**src/rtl/rtd_defines.svh**
```systemverilog
`ifndef RTD_DEFINES_SVH
`define RTD_DEFINES_SVH

// register map
`define RTD_REG_CTRL 8'h00
`define RTD_REG_CFG 8'h04
`define RTD_REG_STAT 8'h08
`define RTD_REG_MASK 8'h0c
`define RTD_REG_TIME 8'h10
`define RTD_CTRL_START 0
`define RTD_CTRL_STOP 1
`define RTD_CFG_SEL_LO 0
`define RTD_CFG_TZ_LO 8
`define RTD_STAT_DONE 0
`define RTD_STAT_ERR 1
`define RTD_STAT_REJ 2
// timing
`define RTD_CLK_NS 50
`define RTD_MS_NS 1000000
`define RTD_BIT1_MS 12'h096
`define RTD_MARK_MS 12'h5dc
`define RTD_DISP_MS 10'h3e8
`define RTD_TIMEOUT_MIN 30
`define RTD_MS_PER_MIN 60000
`define RTD_MIN_PER_TZ 30
// frame layout
`define RTD_FRAME_BITS 6'h3b
`define RTD_NO_SYNC 6'h3f
`define RTD_MIN_LO 21
`define RTD_MIN_P 28
`define RTD_HOUR_LO 29
`define RTD_HOUR_P 35
`define RTD_DAY_LO 36
`define RTD_MON_LO 45
`define RTD_YEAR_LO 50
`define RTD_DATE_P 58
`define RTD_AUTO_HOUR 5'h01
`define RTD_YEAR_BASE 8'h0a
`endif

```
**src/rtl/rtd_pkg.sv**
```systemverilog
package rtd_pkg;
    typedef enum logic {RTD_IDLE, RTD_RUN} rtd_state_t;

    typedef struct packed {
        logic [7:0] addr;
        logic [31:0] wdata;
        logic we;
        logic re;
    } rtd_bus_t;

    typedef struct packed {
        logic [4:0] hour;
        logic [5:0] minute;
        logic error;
    } rtd_rtc_t;

    typedef struct packed {
        rtd_state_t state;
        logic [15:0] tickCnt;
        logic antPrev;
        logic [11:0] lowMs;
        logic [11:0] highMs;
        logic [5:0] bitIdx;
        logic [58:0] frame;
        logic [31:0] prevMin;
        logic havePrev;
        logic [23:0] toMs;
        logic [9:0] dispMs;
        logic disp;
        logic active;
        logic done;
        logic err;
        logic rtcLoad;
        logic [31:0] loadMin;
        logic rtcErrPrev;
        logic autoPrev;
        logic [2:0] sel;
        logic [7:0] tz;
        logic [2:0] stat;
        logic [2:0] mask;
        logic [31:0] rdata;
        logic irq;
    } rtd_regs_t;
endpackage

```
**src/rtl/rtd_radio_time_decoder.sv**
```systemverilog
// Added by the designer: the strobed register port and the register offsets.
`timescale 1ns/1ps
`include "rtd_defines.svh"
module rtd_radio_time_decoder #(
    parameter int TICK_CYCLES = `RTD_MS_NS / `RTD_CLK_NS,
    parameter int TIMEOUT_MS = `RTD_TIMEOUT_MIN * `RTD_MS_PER_MIN
) (
    // clock and reset
    input wire logic clk,
    input wire logic reset,
    // register port
    input rtd_pkg::rtd_bus_t bus,
    output logic [31:0] rdata,
    // antenna comparator levels, low during a dip
    input wire logic [7:0] antIn,
    // real time clock
    input rtd_pkg::rtd_rtc_t rtc,
    output logic rtcLoad,
    output logic [31:0] rtcLoadMinutes,
    // flags
    output logic decodeActiveFlag,
    output logic decodeDonePulse,
    output logic decodeErrorFlag,
    output logic noSignalShown,
    output logic irq
);
    import rtd_pkg::*;

    rtd_regs_t q;
    rtd_regs_t d;

    function automatic logic [7:0] bcd(input logic [7:0] v);
        bcd = 8'(v[7:4]) * 8'h0a + 8'(v[3:0]);
    endfunction

    function automatic logic [8:0] monthStart(input logic [7:0] mo);
        case (mo)
            8'h02: monthStart = 9'h01f;
            8'h03: monthStart = 9'h03b;
            8'h04: monthStart = 9'h05a;
            8'h05: monthStart = 9'h078;
            8'h06: monthStart = 9'h097;
            8'h07: monthStart = 9'h0b5;
            8'h08: monthStart = 9'h0d4;
            8'h09: monthStart = 9'h0f3;
            8'h0a: monthStart = 9'h111;
            8'h0b: monthStart = 9'h130;
            8'h0c: monthStart = 9'h14e;
            default: monthStart = 9'h000;
        endcase
    endfunction

    // minutes since the start of 1990
    function automatic logic [31:0] epochMin(input logic [7:0] yy, input logic [7:0] mo,
            input logic [7:0] dd, input logic [7:0] hh, input logic [7:0] mm);
        logic [7:0] y;
        logic [31:0] days;
        y = yy + `RTD_YEAR_BASE;
        days = 32'(y) * 32'h16d + 32'((y + 8'h01) >> 2) + 32'(monthStart(mo)) + 32'(dd) - 32'h1;
        if (yy[1:0] == 2'b00 && mo > 8'h02) begin
            days = days + 32'h1;
        end
        epochMin = (days * 32'h18 + 32'(hh)) * 32'h3c + 32'(mm);
    endfunction

    logic ant;
    logic [7:0] fMin;
    logic [7:0] fHour;
    logic [7:0] fDay;
    logic [7:0] fMon;
    logic [7:0] fYear;
    logic parityOk;
    logic rangeOk;
    logic frameOk;
    logic [31:0] curMin;
    logic tick;
    logic fall;
    logic rise;
    logic startReq;
    logic stopReq;
    logic autoHit;

    assign ant = antIn[q.sel];
    assign fMin = bcd({1'b0, q.frame[`RTD_MIN_P-1:`RTD_MIN_LO]});
    assign fHour = bcd({2'b00, q.frame[`RTD_HOUR_P-1:`RTD_HOUR_LO]});
    assign fDay = bcd({2'b00, q.frame[`RTD_DAY_LO+5:`RTD_DAY_LO]});
    assign fMon = bcd({3'b000, q.frame[`RTD_MON_LO+4:`RTD_MON_LO]});
    assign fYear = bcd(q.frame[`RTD_DATE_P-1:`RTD_YEAR_LO]);
    // even parity over each field together with its parity bit
    assign parityOk = ~^q.frame[`RTD_MIN_P:`RTD_MIN_LO]
        && ~^q.frame[`RTD_HOUR_P:`RTD_HOUR_LO]
        && ~^q.frame[`RTD_DATE_P:`RTD_DAY_LO];
    assign rangeOk = fMin <= 8'h3b && fHour <= 8'h17 && fDay >= 8'h01 && fDay <= 8'h1f
        && fMon >= 8'h01 && fMon <= 8'h0c && fYear <= 8'h3b;
    assign frameOk = parityOk && rangeOk && q.bitIdx == `RTD_FRAME_BITS;
    assign curMin = epochMin(fYear, fMon, fDay, fHour, fMin);
    assign tick = q.tickCnt == 16'(TICK_CYCLES - 1);
    assign fall = q.antPrev && !ant;
    assign rise = !q.antPrev && ant;
    assign autoHit = rtc.hour == `RTD_AUTO_HOUR && rtc.minute == 6'h00;
    assign startReq = bus.we && bus.addr == `RTD_REG_CTRL && bus.wdata[`RTD_CTRL_START];
    assign stopReq = bus.we && bus.addr == `RTD_REG_CTRL && bus.wdata[`RTD_CTRL_STOP];

    always_comb begin
        d = q;
        d.done = 1'b0;
        d.rtcLoad = 1'b0;
        d.rdata = 32'h0;
        d.tickCnt = tick ? 16'h0 : q.tickCnt + 16'h1;
        d.antPrev = ant;
        d.rtcErrPrev = rtc.error;
        d.autoPrev = autoHit;

        // register port; status clears on read, sets below win
        if (bus.re) begin
            case (bus.addr)
                `RTD_REG_CTRL: d.rdata = {29'h0, q.err, q.disp, q.active};
                `RTD_REG_CFG: d.rdata = {16'h0, q.tz, 5'h0, q.sel};
                `RTD_REG_STAT: begin
                    d.rdata = {29'h0, q.stat};
                    d.stat = 3'h0;
                end
                `RTD_REG_MASK: d.rdata = {29'h0, q.mask};
                `RTD_REG_TIME: d.rdata = q.loadMin;
                default: d.rdata = 32'h0;
            endcase
        end
        if (bus.we) begin
            case (bus.addr)
                `RTD_REG_CFG: begin
                    d.sel = bus.wdata[`RTD_CFG_SEL_LO+2:`RTD_CFG_SEL_LO];
                    d.tz = bus.wdata[`RTD_CFG_TZ_LO+7:`RTD_CFG_TZ_LO];
                end
                `RTD_REG_MASK: d.mask = bus.wdata[2:0];
                default: ;
            endcase
        end

        case (q.state)
            RTD_IDLE: begin
                d.disp = 1'b0;
                if (startReq || (autoHit && !q.autoPrev)
                        || (rtc.error && !q.rtcErrPrev)) begin
                    d.state = RTD_RUN;
                    d.active = 1'b1;
                    d.err = 1'b0;
                    d.toMs = 24'h0;
                    d.dispMs = 10'h0;
                    d.havePrev = 1'b0;
                    d.bitIdx = `RTD_NO_SYNC;
                    d.lowMs = 12'h0;
                    d.highMs = 12'h0;
                end
            end
            RTD_RUN: begin
                if (tick) begin
                    d.toMs = q.toMs + 24'h1;
                    if (!ant && q.lowMs != 12'hfff) begin
                        d.lowMs = q.lowMs + 12'h1;
                    end
                    if (ant && q.highMs != 12'hfff) begin
                        d.highMs = q.highMs + 12'h1;
                    end
                    if (q.dispMs == `RTD_DISP_MS - 10'h1) begin
                        d.dispMs = 10'h0;
                        d.disp = !q.disp;
                    end else begin
                        d.dispMs = q.dispMs + 10'h1;
                    end
                end
                if (rise) begin
                    if (q.bitIdx < `RTD_FRAME_BITS) begin
                        d.frame[q.bitIdx] = q.lowMs >= `RTD_BIT1_MS;
                        d.bitIdx = q.bitIdx + 6'h1;
                    end
                    d.highMs = 12'h0;
                end
                if (fall) begin
                    d.lowMs = 12'h0;
                    if (q.highMs >= `RTD_MARK_MS) begin
                        d.bitIdx = 6'h0;
                        if (frameOk) begin
                            if (q.havePrev && curMin == q.prevMin + 32'h1) begin
                                d.rtcLoad = 1'b1;
                                d.loadMin = curMin
                                    + 32'($signed(q.tz) * `RTD_MIN_PER_TZ);
                                d.state = RTD_IDLE;
                                d.active = 1'b0;
                                d.done = 1'b1;
                                d.stat[`RTD_STAT_DONE] = 1'b1;
                            end else begin
                                d.prevMin = curMin;
                                d.havePrev = 1'b1;
                            end
                        end else begin
                            d.havePrev = 1'b0;
                            if (q.bitIdx != `RTD_NO_SYNC) begin
                                d.stat[`RTD_STAT_REJ] = 1'b1;
                            end
                        end
                    end
                end
                if (tick && q.toMs >= 24'(TIMEOUT_MS - 1) && !d.done) begin
                    d.state = RTD_IDLE;
                    d.active = 1'b0;
                    d.err = 1'b1;
                    d.stat[`RTD_STAT_ERR] = 1'b1;
                end
                if (stopReq && !d.done) begin
                    d.state = RTD_IDLE;
                    d.active = 1'b0;
                end
            end
            default: d.state = RTD_IDLE;
        endcase
        d.irq = |(d.stat & d.mask);
    end

    always_ff @(posedge clk) begin
        if (reset) begin
            q <= '0;
            q.state <= RTD_IDLE;
            q.antPrev <= 1'b1;
        end else begin
            q <= d;
        end
    end

    assign rdata = q.rdata;
    assign rtcLoad = q.rtcLoad;
    assign rtcLoadMinutes = q.loadMin;
    assign decodeActiveFlag = q.active;
    assign decodeDonePulse = q.done;
    assign decodeErrorFlag = q.err;
    assign noSignalShown = q.disp;
    assign irq = q.irq;

    a_done_one_pulse: assert property (@(posedge clk) disable iff (reset)
        q.done |=> !q.done) else $error("done pulse longer than one cycle");
    a_done_ends_phase: assert property (@(posedge clk) disable iff (reset)
        $rose(q.done) |-> q.rtcLoad && !q.active && $past(q.active))
        else $error("done without load or phase end");
    a_load_step_one: assert property (@(posedge clk) disable iff (reset)
        q.rtcLoad |-> $past(q.havePrev) && $past(curMin) == $past(q.prevMin) + 32'h1)
        else $error("load without a one-minute step");
    a_error_ends_phase: assert property (@(posedge clk) disable iff (reset)
        $rose(q.err) |-> !q.active && q.stat[`RTD_STAT_ERR])
        else $error("error flag while still active");
    a_timeout_bound: assert property (@(posedge clk) disable iff (reset)
        q.active |-> q.toMs < 24'(TIMEOUT_MS)) else $error("timeout exceeded");
    a_manual_start: assert property (@(posedge clk) disable iff (reset)
        q.state == RTD_IDLE && startReq |=> q.active && !q.err)
        else $error("manual start ignored");
    a_bad_parity: assert property (@(posedge clk) disable iff (reset)
        q.active && fall && q.highMs >= `RTD_MARK_MS && !parityOk |=> !q.rtcLoad && !q.havePrev)
        else $error("frame with bad parity kept");
    a_idle_display: assert property (@(posedge clk) disable iff (reset)
        !q.active ##1 !q.active |-> !q.disp) else $error("indication toggles while idle");
    a_irq_source: assert property (@(posedge clk) disable iff (reset)
        $rose(q.irq) |-> |(q.stat & q.mask)) else $error("interrupt without status");
    a_stat_read_clear: assert property (@(posedge clk) disable iff (reset)
        q.state == RTD_IDLE && bus.re && bus.addr == `RTD_REG_STAT |=> q.stat == 3'h0 && !q.irq)
        else $error("status not cleared by read");
    // phase start and stop, and the no-signal indication
    a_start_fresh: assert property (@(posedge clk) disable iff (reset)
        $rose(q.active) |-> !q.err && q.toMs == 24'h0 && !q.havePrev && q.bitIdx == `RTD_NO_SYNC)
        else $error("phase started with stale state");
    a_auto_start: assert property (@(posedge clk) disable iff (reset)
        q.state == RTD_IDLE && autoHit && !q.autoPrev |=> q.active)
        else $error("one o'clock start missed");
    a_error_start: assert property (@(posedge clk) disable iff (reset)
        q.state == RTD_IDLE && rtc.error && !q.rtcErrPrev |=> q.active)
        else $error("clock error start missed");
    a_stop_request: assert property (@(posedge clk) disable iff (reset)
        q.state == RTD_RUN && stopReq |=> !q.active)
        else $error("manual stop ignored");
    a_timeout_ends: assert property (@(posedge clk) disable iff (reset)
        q.active && tick && q.toMs >= 24'(TIMEOUT_MS - 1) |=> !q.active && (q.err || q.done))
        else $error("phase outlived its timeout");
    a_disp_toggle: assert property (@(posedge clk) disable iff (reset)
        q.state == RTD_RUN && tick && q.dispMs == `RTD_DISP_MS - 10'h1 |=> q.disp != $past(q.disp))
        else $error("indication did not alternate");
    // bit and frame handling
    a_bit_advance: assert property (@(posedge clk) disable iff (reset)
        q.state == RTD_RUN && rise && q.bitIdx < `RTD_FRAME_BITS |=> q.bitIdx == $past(q.bitIdx) + 6'h1)
        else $error("bit not stored");
    a_marker_resync: assert property (@(posedge clk) disable iff (reset)
        q.state == RTD_RUN && fall && q.highMs >= `RTD_MARK_MS |=> q.bitIdx == 6'h0)
        else $error("minute marker not taken");
    a_unsynced_ignored: assert property (@(posedge clk) disable iff (reset)
        q.state == RTD_RUN && rise && q.bitIdx == `RTD_NO_SYNC |=> q.bitIdx == `RTD_NO_SYNC)
        else $error("bit stored before first marker");
    a_range_reject: assert property (@(posedge clk) disable iff (reset)
        q.state == RTD_RUN && fall && q.highMs >= `RTD_MARK_MS && !rangeOk
        |=> !q.rtcLoad && !q.havePrev) else $error("out of range frame kept");
    a_short_frame: assert property (@(posedge clk) disable iff (reset)
        q.state == RTD_RUN && fall && q.highMs >= `RTD_MARK_MS && q.bitIdx != `RTD_FRAME_BITS
        |=> !q.rtcLoad && !q.havePrev) else $error("incomplete frame kept");
    a_reject_flag: assert property (@(posedge clk) disable iff (reset)
        q.state == RTD_RUN && fall && q.highMs >= `RTD_MARK_MS && !frameOk
        && q.bitIdx != `RTD_NO_SYNC |=> q.stat[`RTD_STAT_REJ]) else $error("reject not flagged");
    a_load_with_done: assert property (@(posedge clk) disable iff (reset)
        q.rtcLoad |-> q.done && !q.active)
        else $error("clock loaded without completion");
    a_done_status: assert property (@(posedge clk) disable iff (reset)
        q.done |-> q.stat[`RTD_STAT_DONE] && !q.err)
        else $error("completion without done status");
endmodule

```
**config.mk**
```make
export PLATFORM = sky130hd
export DESIGN_NAME = rtd_radio_time_decoder
export DESIGN_NICKNAME = d
export VERILOG_FILES = /design/src/rtl/rtd_pkg.sv /design/src/rtl/rtd_radio_time_decoder.sv
export VERILOG_INCLUDE_DIRS = /design/src /design/src/rtl
export SDC_FILE = /design/constraint.sdc
export NUM_CORES = 1
export LEC_CHECK = 0
export ABC_AREA = 1
export BUFFER_PORTS_ARGS = -buffer_cell sky130_fd_sc_hd__buf_2
export CAP_MARGIN = 20
export CORE_ASPECT_RATIO = 1.25
export CORE_MARGIN = 2
export CORE_UTILIZATION = 40
export DETAILED_ROUTE_END_ITERATION = 8
export PLACE_DENSITY_LB_ADDON = 0.05
export SKIP_CTS_REPAIR_TIMING = 1
export SLEW_MARGIN = 25
export SYNTH_ARGS = -nofsm -noshare
export SYNTH_HDL_FRONTEND = slang
export SYNTH_SLANG_ARGS = --single-unit
```
**constraint.sdc**
```tcl
create_clock -name clk -period 15.56 [get_ports clk]
set_input_delay 1.556 -clock clk [delete_from_list [all_inputs] [get_ports clk]]
set_output_delay 1.556 -clock clk [all_outputs]
set_load 0.02 [all_outputs]
```
==> impl_results.md <==
* Outcome: finished clean
* R2R setup slack at 1.49 ns
* Critical Path Max Stage Delay at 0.56 ns
* Mean Syn Cell Area at 6.89 um^2
* Util after Layout at 43.3%
* Critical Path Most Common Cell: nand2_1
* Syn Inst Count at approximately 3.5k
* DRC viols at 0
* Setup CP Type: flip-flop to flip-flop
* Slew Viols, Final at 0
* Die Wd at between 200 and 250 um
* Post-Route WL at 59,000 um
* Core ar. at between 50,000 and 60,000 um^2
* Design Power at around 2.1 mW
* Initial antenna violation count at 0
* Fraction of registers with async set/reset at 0%
* Worst Path Arrival at 14.52 ns
* Hold Crit Class: flip-flop to flip-flop
* Crit path launch type: flip-flop
* Crit-path slowest cell: fa_1
* Tightest Pin Transition at between 0.7 and 0.8 ns
* Setup tns final at 0 ns
* Critical Path End Type: flip-flop
* Synth-to-layout area growth at 7.46%
* First-pass DRT Iterations at 7
* Area post-placement at approximately 25,000 um^2
* Metal1 wirelength at between 20,000 and 30,000 um
* Final worst path period need at 14.07 ns
* Syn Nets at 3,863
* Initial core utilization at 40.3%
* P_leak at ~13 nW
* GR Overflow Total at 0
* GRT Overall Usage at between 10% and 20%
* R2R Path End: rtcLoadMinutes[28]$_SDFFE_PP0P_
* Main synth FF type: dfxtp_1
* Die Area at between 60,000 and 70,000 um^2
* Clock Skews at roughly 0.020 ns
* Share of cells above drive strength 1 at around 7.5%
* Unrepaired setup endpoints after global routing: no
* I/O Buffers at 112
* R2r worst-path depth at 70
* Via count at around 21k
* Cell Area, Synth at about 24,000 um^2
* CTS max path bufs at 3
* Max cap viols at 0
* Top sig layer: met4
* Sw Pwr at a little under 900 uW
* Drt wl/cell at 13.7 um
* Clk Latency, worst-skew pair at 0.57 ns
* Final WS setup at about 1.5 ns
* H-tree Lvls at 1
* Dpl hpwl at 48,300 um
* Cell internal pwr at about 1.3 mW
* Sequential share of power at 29.4%
* Final std cells w/o fill at around 4.3k
* Post-route antenna net violation count at 0
* Fmax achieved at 71.1 MHz
* Period utilisation layout at between 90% and 100%
* First-pass GRT wire length at between 100,000 and 150,000 um
* Final hold viol count at 0
* Final GP Congestion at 0.858
* Pre-CTS WS at approximately 0.91 ns
* Vias in the first global route at roughly 21k
* Worst Path Max Fanout at 24
* Number of flops mapped to enable cells by yosys at 0
* Met3 wire len at between 1500 and 2000 um
* Dpl cells at between 4k and 5k
* Reg clk slew, reported paths at around 0.070 ns
* Worst EP required at approximately 16 ns
* Die Span Y at 278 um
* Commonest non-fill, non-tap cells in the layout: inv_1 (653), nand2_1 (649), nor2_1 (314)
* IO Pins at ~130
* Total CTS buffers at 26
* Cells on Worst Hold Path at 1
* Commonest non-fill, non-tap cell in the layout: inv_1
* Sw Share at around 41%
* End of the worst hold path: q[246]$_SDFF_PP0_
* Yosys warnings at 0
* # clock sinks at around 240
* Register area share after synthesis at between 20% and 30%
* Combinational group share of total power at around two fifths
* DR iter-0 viols at slightly above 900
* Worst hold start: q[246]$_SDFF_PP0_
* Antenna diodes at 0
* Power density over the cells at 83.5 nW/um^2
* Clock network power share at just under 30%
* Final hold slack at between 0.4 and 0.5 ns
* Routed wire length on met2 at approximately 30,000 um
* Setup violations, final at 0
* CTS tree: yes
* Yosys reg bits at between 200 and 250
* Slew Limit Headroom at 50.8%
* CTS Root Cell: clkbuf_16
* Std cell rows at 100
* Largest net degree at the start of global routing at between 40 and 50
* Finished layout cell area at between 20,000 and 30,000 um^2
* Vias per cell at 4.92
* Maximum vdd drop at approximately 0.00007 V
* Distinct cells, synth at 66
* Total Nets Final at around 3.9k
cell families after synthesis:
| kind of cell | synth area share (%) |
|---|---|
| muxes | 0.131 |
| DFF | 20.2 |
| adders and majority gates | 20.7 |
| xor gates and xnor gates | 7.76 |
| buffers and inverters | 13.3 |
| and+or+nand+nor | 26.1 |
| AOI/OAI and AO/OA | 11.8 |
final cells by class:
type,instances,area (um^2)
Clock inverter,15,154
Sequential cell,242,4840
Fill cell,6238,33700
Multi-Input combinational cell,2457,16000
Inverter,665,2500
Clock buffer,33,717
Timing Repair Buffer,118,606
Tap cell,765,957
worst max-delay path, delay by kind of cell, from the launching register on:
family / cells / cell delay, ns
and+or+nand+nor: 35 / 4.79
adders and majority gates: 11 / 4.49
xor gates and xnor gates: 7 / 1.80
buffers and inverters: 11 / 1.28
AOI/OAI and AO/OA: 6 / 1.07
DFF: 1 / 0.49
power by group through the flow:
| stage | logic [mW] | registers (mW) | clock network [mW] |
|---|---|---|---|
| finish | 0.881 | 0.631 | 0.637 |
| global route | 1.03 | 0.631 | 0.679 |
| CTS | 0.888 | 0.631 | 0.657 |
| detailed placement | 0.884 | 0.645 | 0 |
| global placement | 0.877 | 0.644 | 0 |
| floorplan | 0.683 | 0.641 | 0 |
metal layers:
layer / up-vias / global-route usage [%]
met5: - / 0
met4: 0 / 4.37
met3: 64 / 1.36
met2: 298 / 36.3
met1: 9657 / 23.5
li1: 11100 / -
Yosys cell counts, types with 4 or more instances:
cell / instances / area share, %
a21oi_1: 243 / 5.1
nor2_2: 8 / 0.21
nor2_4: 5 / 0.24
xor2_1: 150 / 5.5
a221oi_1: 6 / 0.22
nor3b_1: 15 / 0.47
nand3_2: 7 / 0.29
nor2_1: 315 / 4.9
buf_4: 65 / 2.0
clkbuf_1: 27 / 0.42
fa_1: 112 / 9.4
dfxtp_1: 242 / 20
inv_2: 10 / 0.16
a31oi_1: 13 / 0.34
and2_1: 5 / 0.13
nand4_1: 64 / 1.7
inv_1: 654 / 10
o21a_1: 10 / 0.31
nand2_2: 16 / 0.42
buf_1: 4 / 0.063
nor4_1: 26 / 0.68
o221ai_1: 5 / 0.18
nand2_1: 651 / 10
o21ai_1: 10 / 0.21
nand3_1: 149 / 3.1
buf_2: 10 / 0.21
nand3b_1: 13 / 0.41
nor3b_2: 7 / 0.37
o211ai_1: 5 / 0.16
nand2_4: 4 / 0.19
o21bai_1: 7 / 0.22
xnor2_1: 62 / 2.3
o21ai_0: 144 / 3.0
ha_1: 214 / 11
a211oi_1: 15 / 0.47
or2_2: 16 / 0.42
o311a_1: 4 / 0.17
o22ai_1: 11 / 0.29
nor3_1: 98 / 2.0
a21oi_2: 10 / 0.37
worst max-delay path by stage:
| stage | start | endpoint | slack [ns] | cells after the start |
|---|---|---|---|---|
| final | flip-flop | rtcLoadMinutes[28]$_SDFFE_PP0P_ | 1.49 | 70 |
| after detailed placement | flip-flop | q[124]$_SDFFE_PP0P_ | 0.91 | 60 |
| after global routing | flip-flop | q[152]$_SDFFE_PP0P_ | 0.08 | 71 |
| after global placement | flip-flop | q[140]$_SDFFE_PP0P_ | 1.09 | 60 |
| after CTS | flip-flop | q[124]$_SDFFE_PP0P_ | 0.82 | 60 |
| after floorplan | flip-flop | rtcLoadMinutes[29]$_SDFFE_PP0P_ | 3.52 | 61 |
Note: power is estimated with default switching activity, not from simulation.
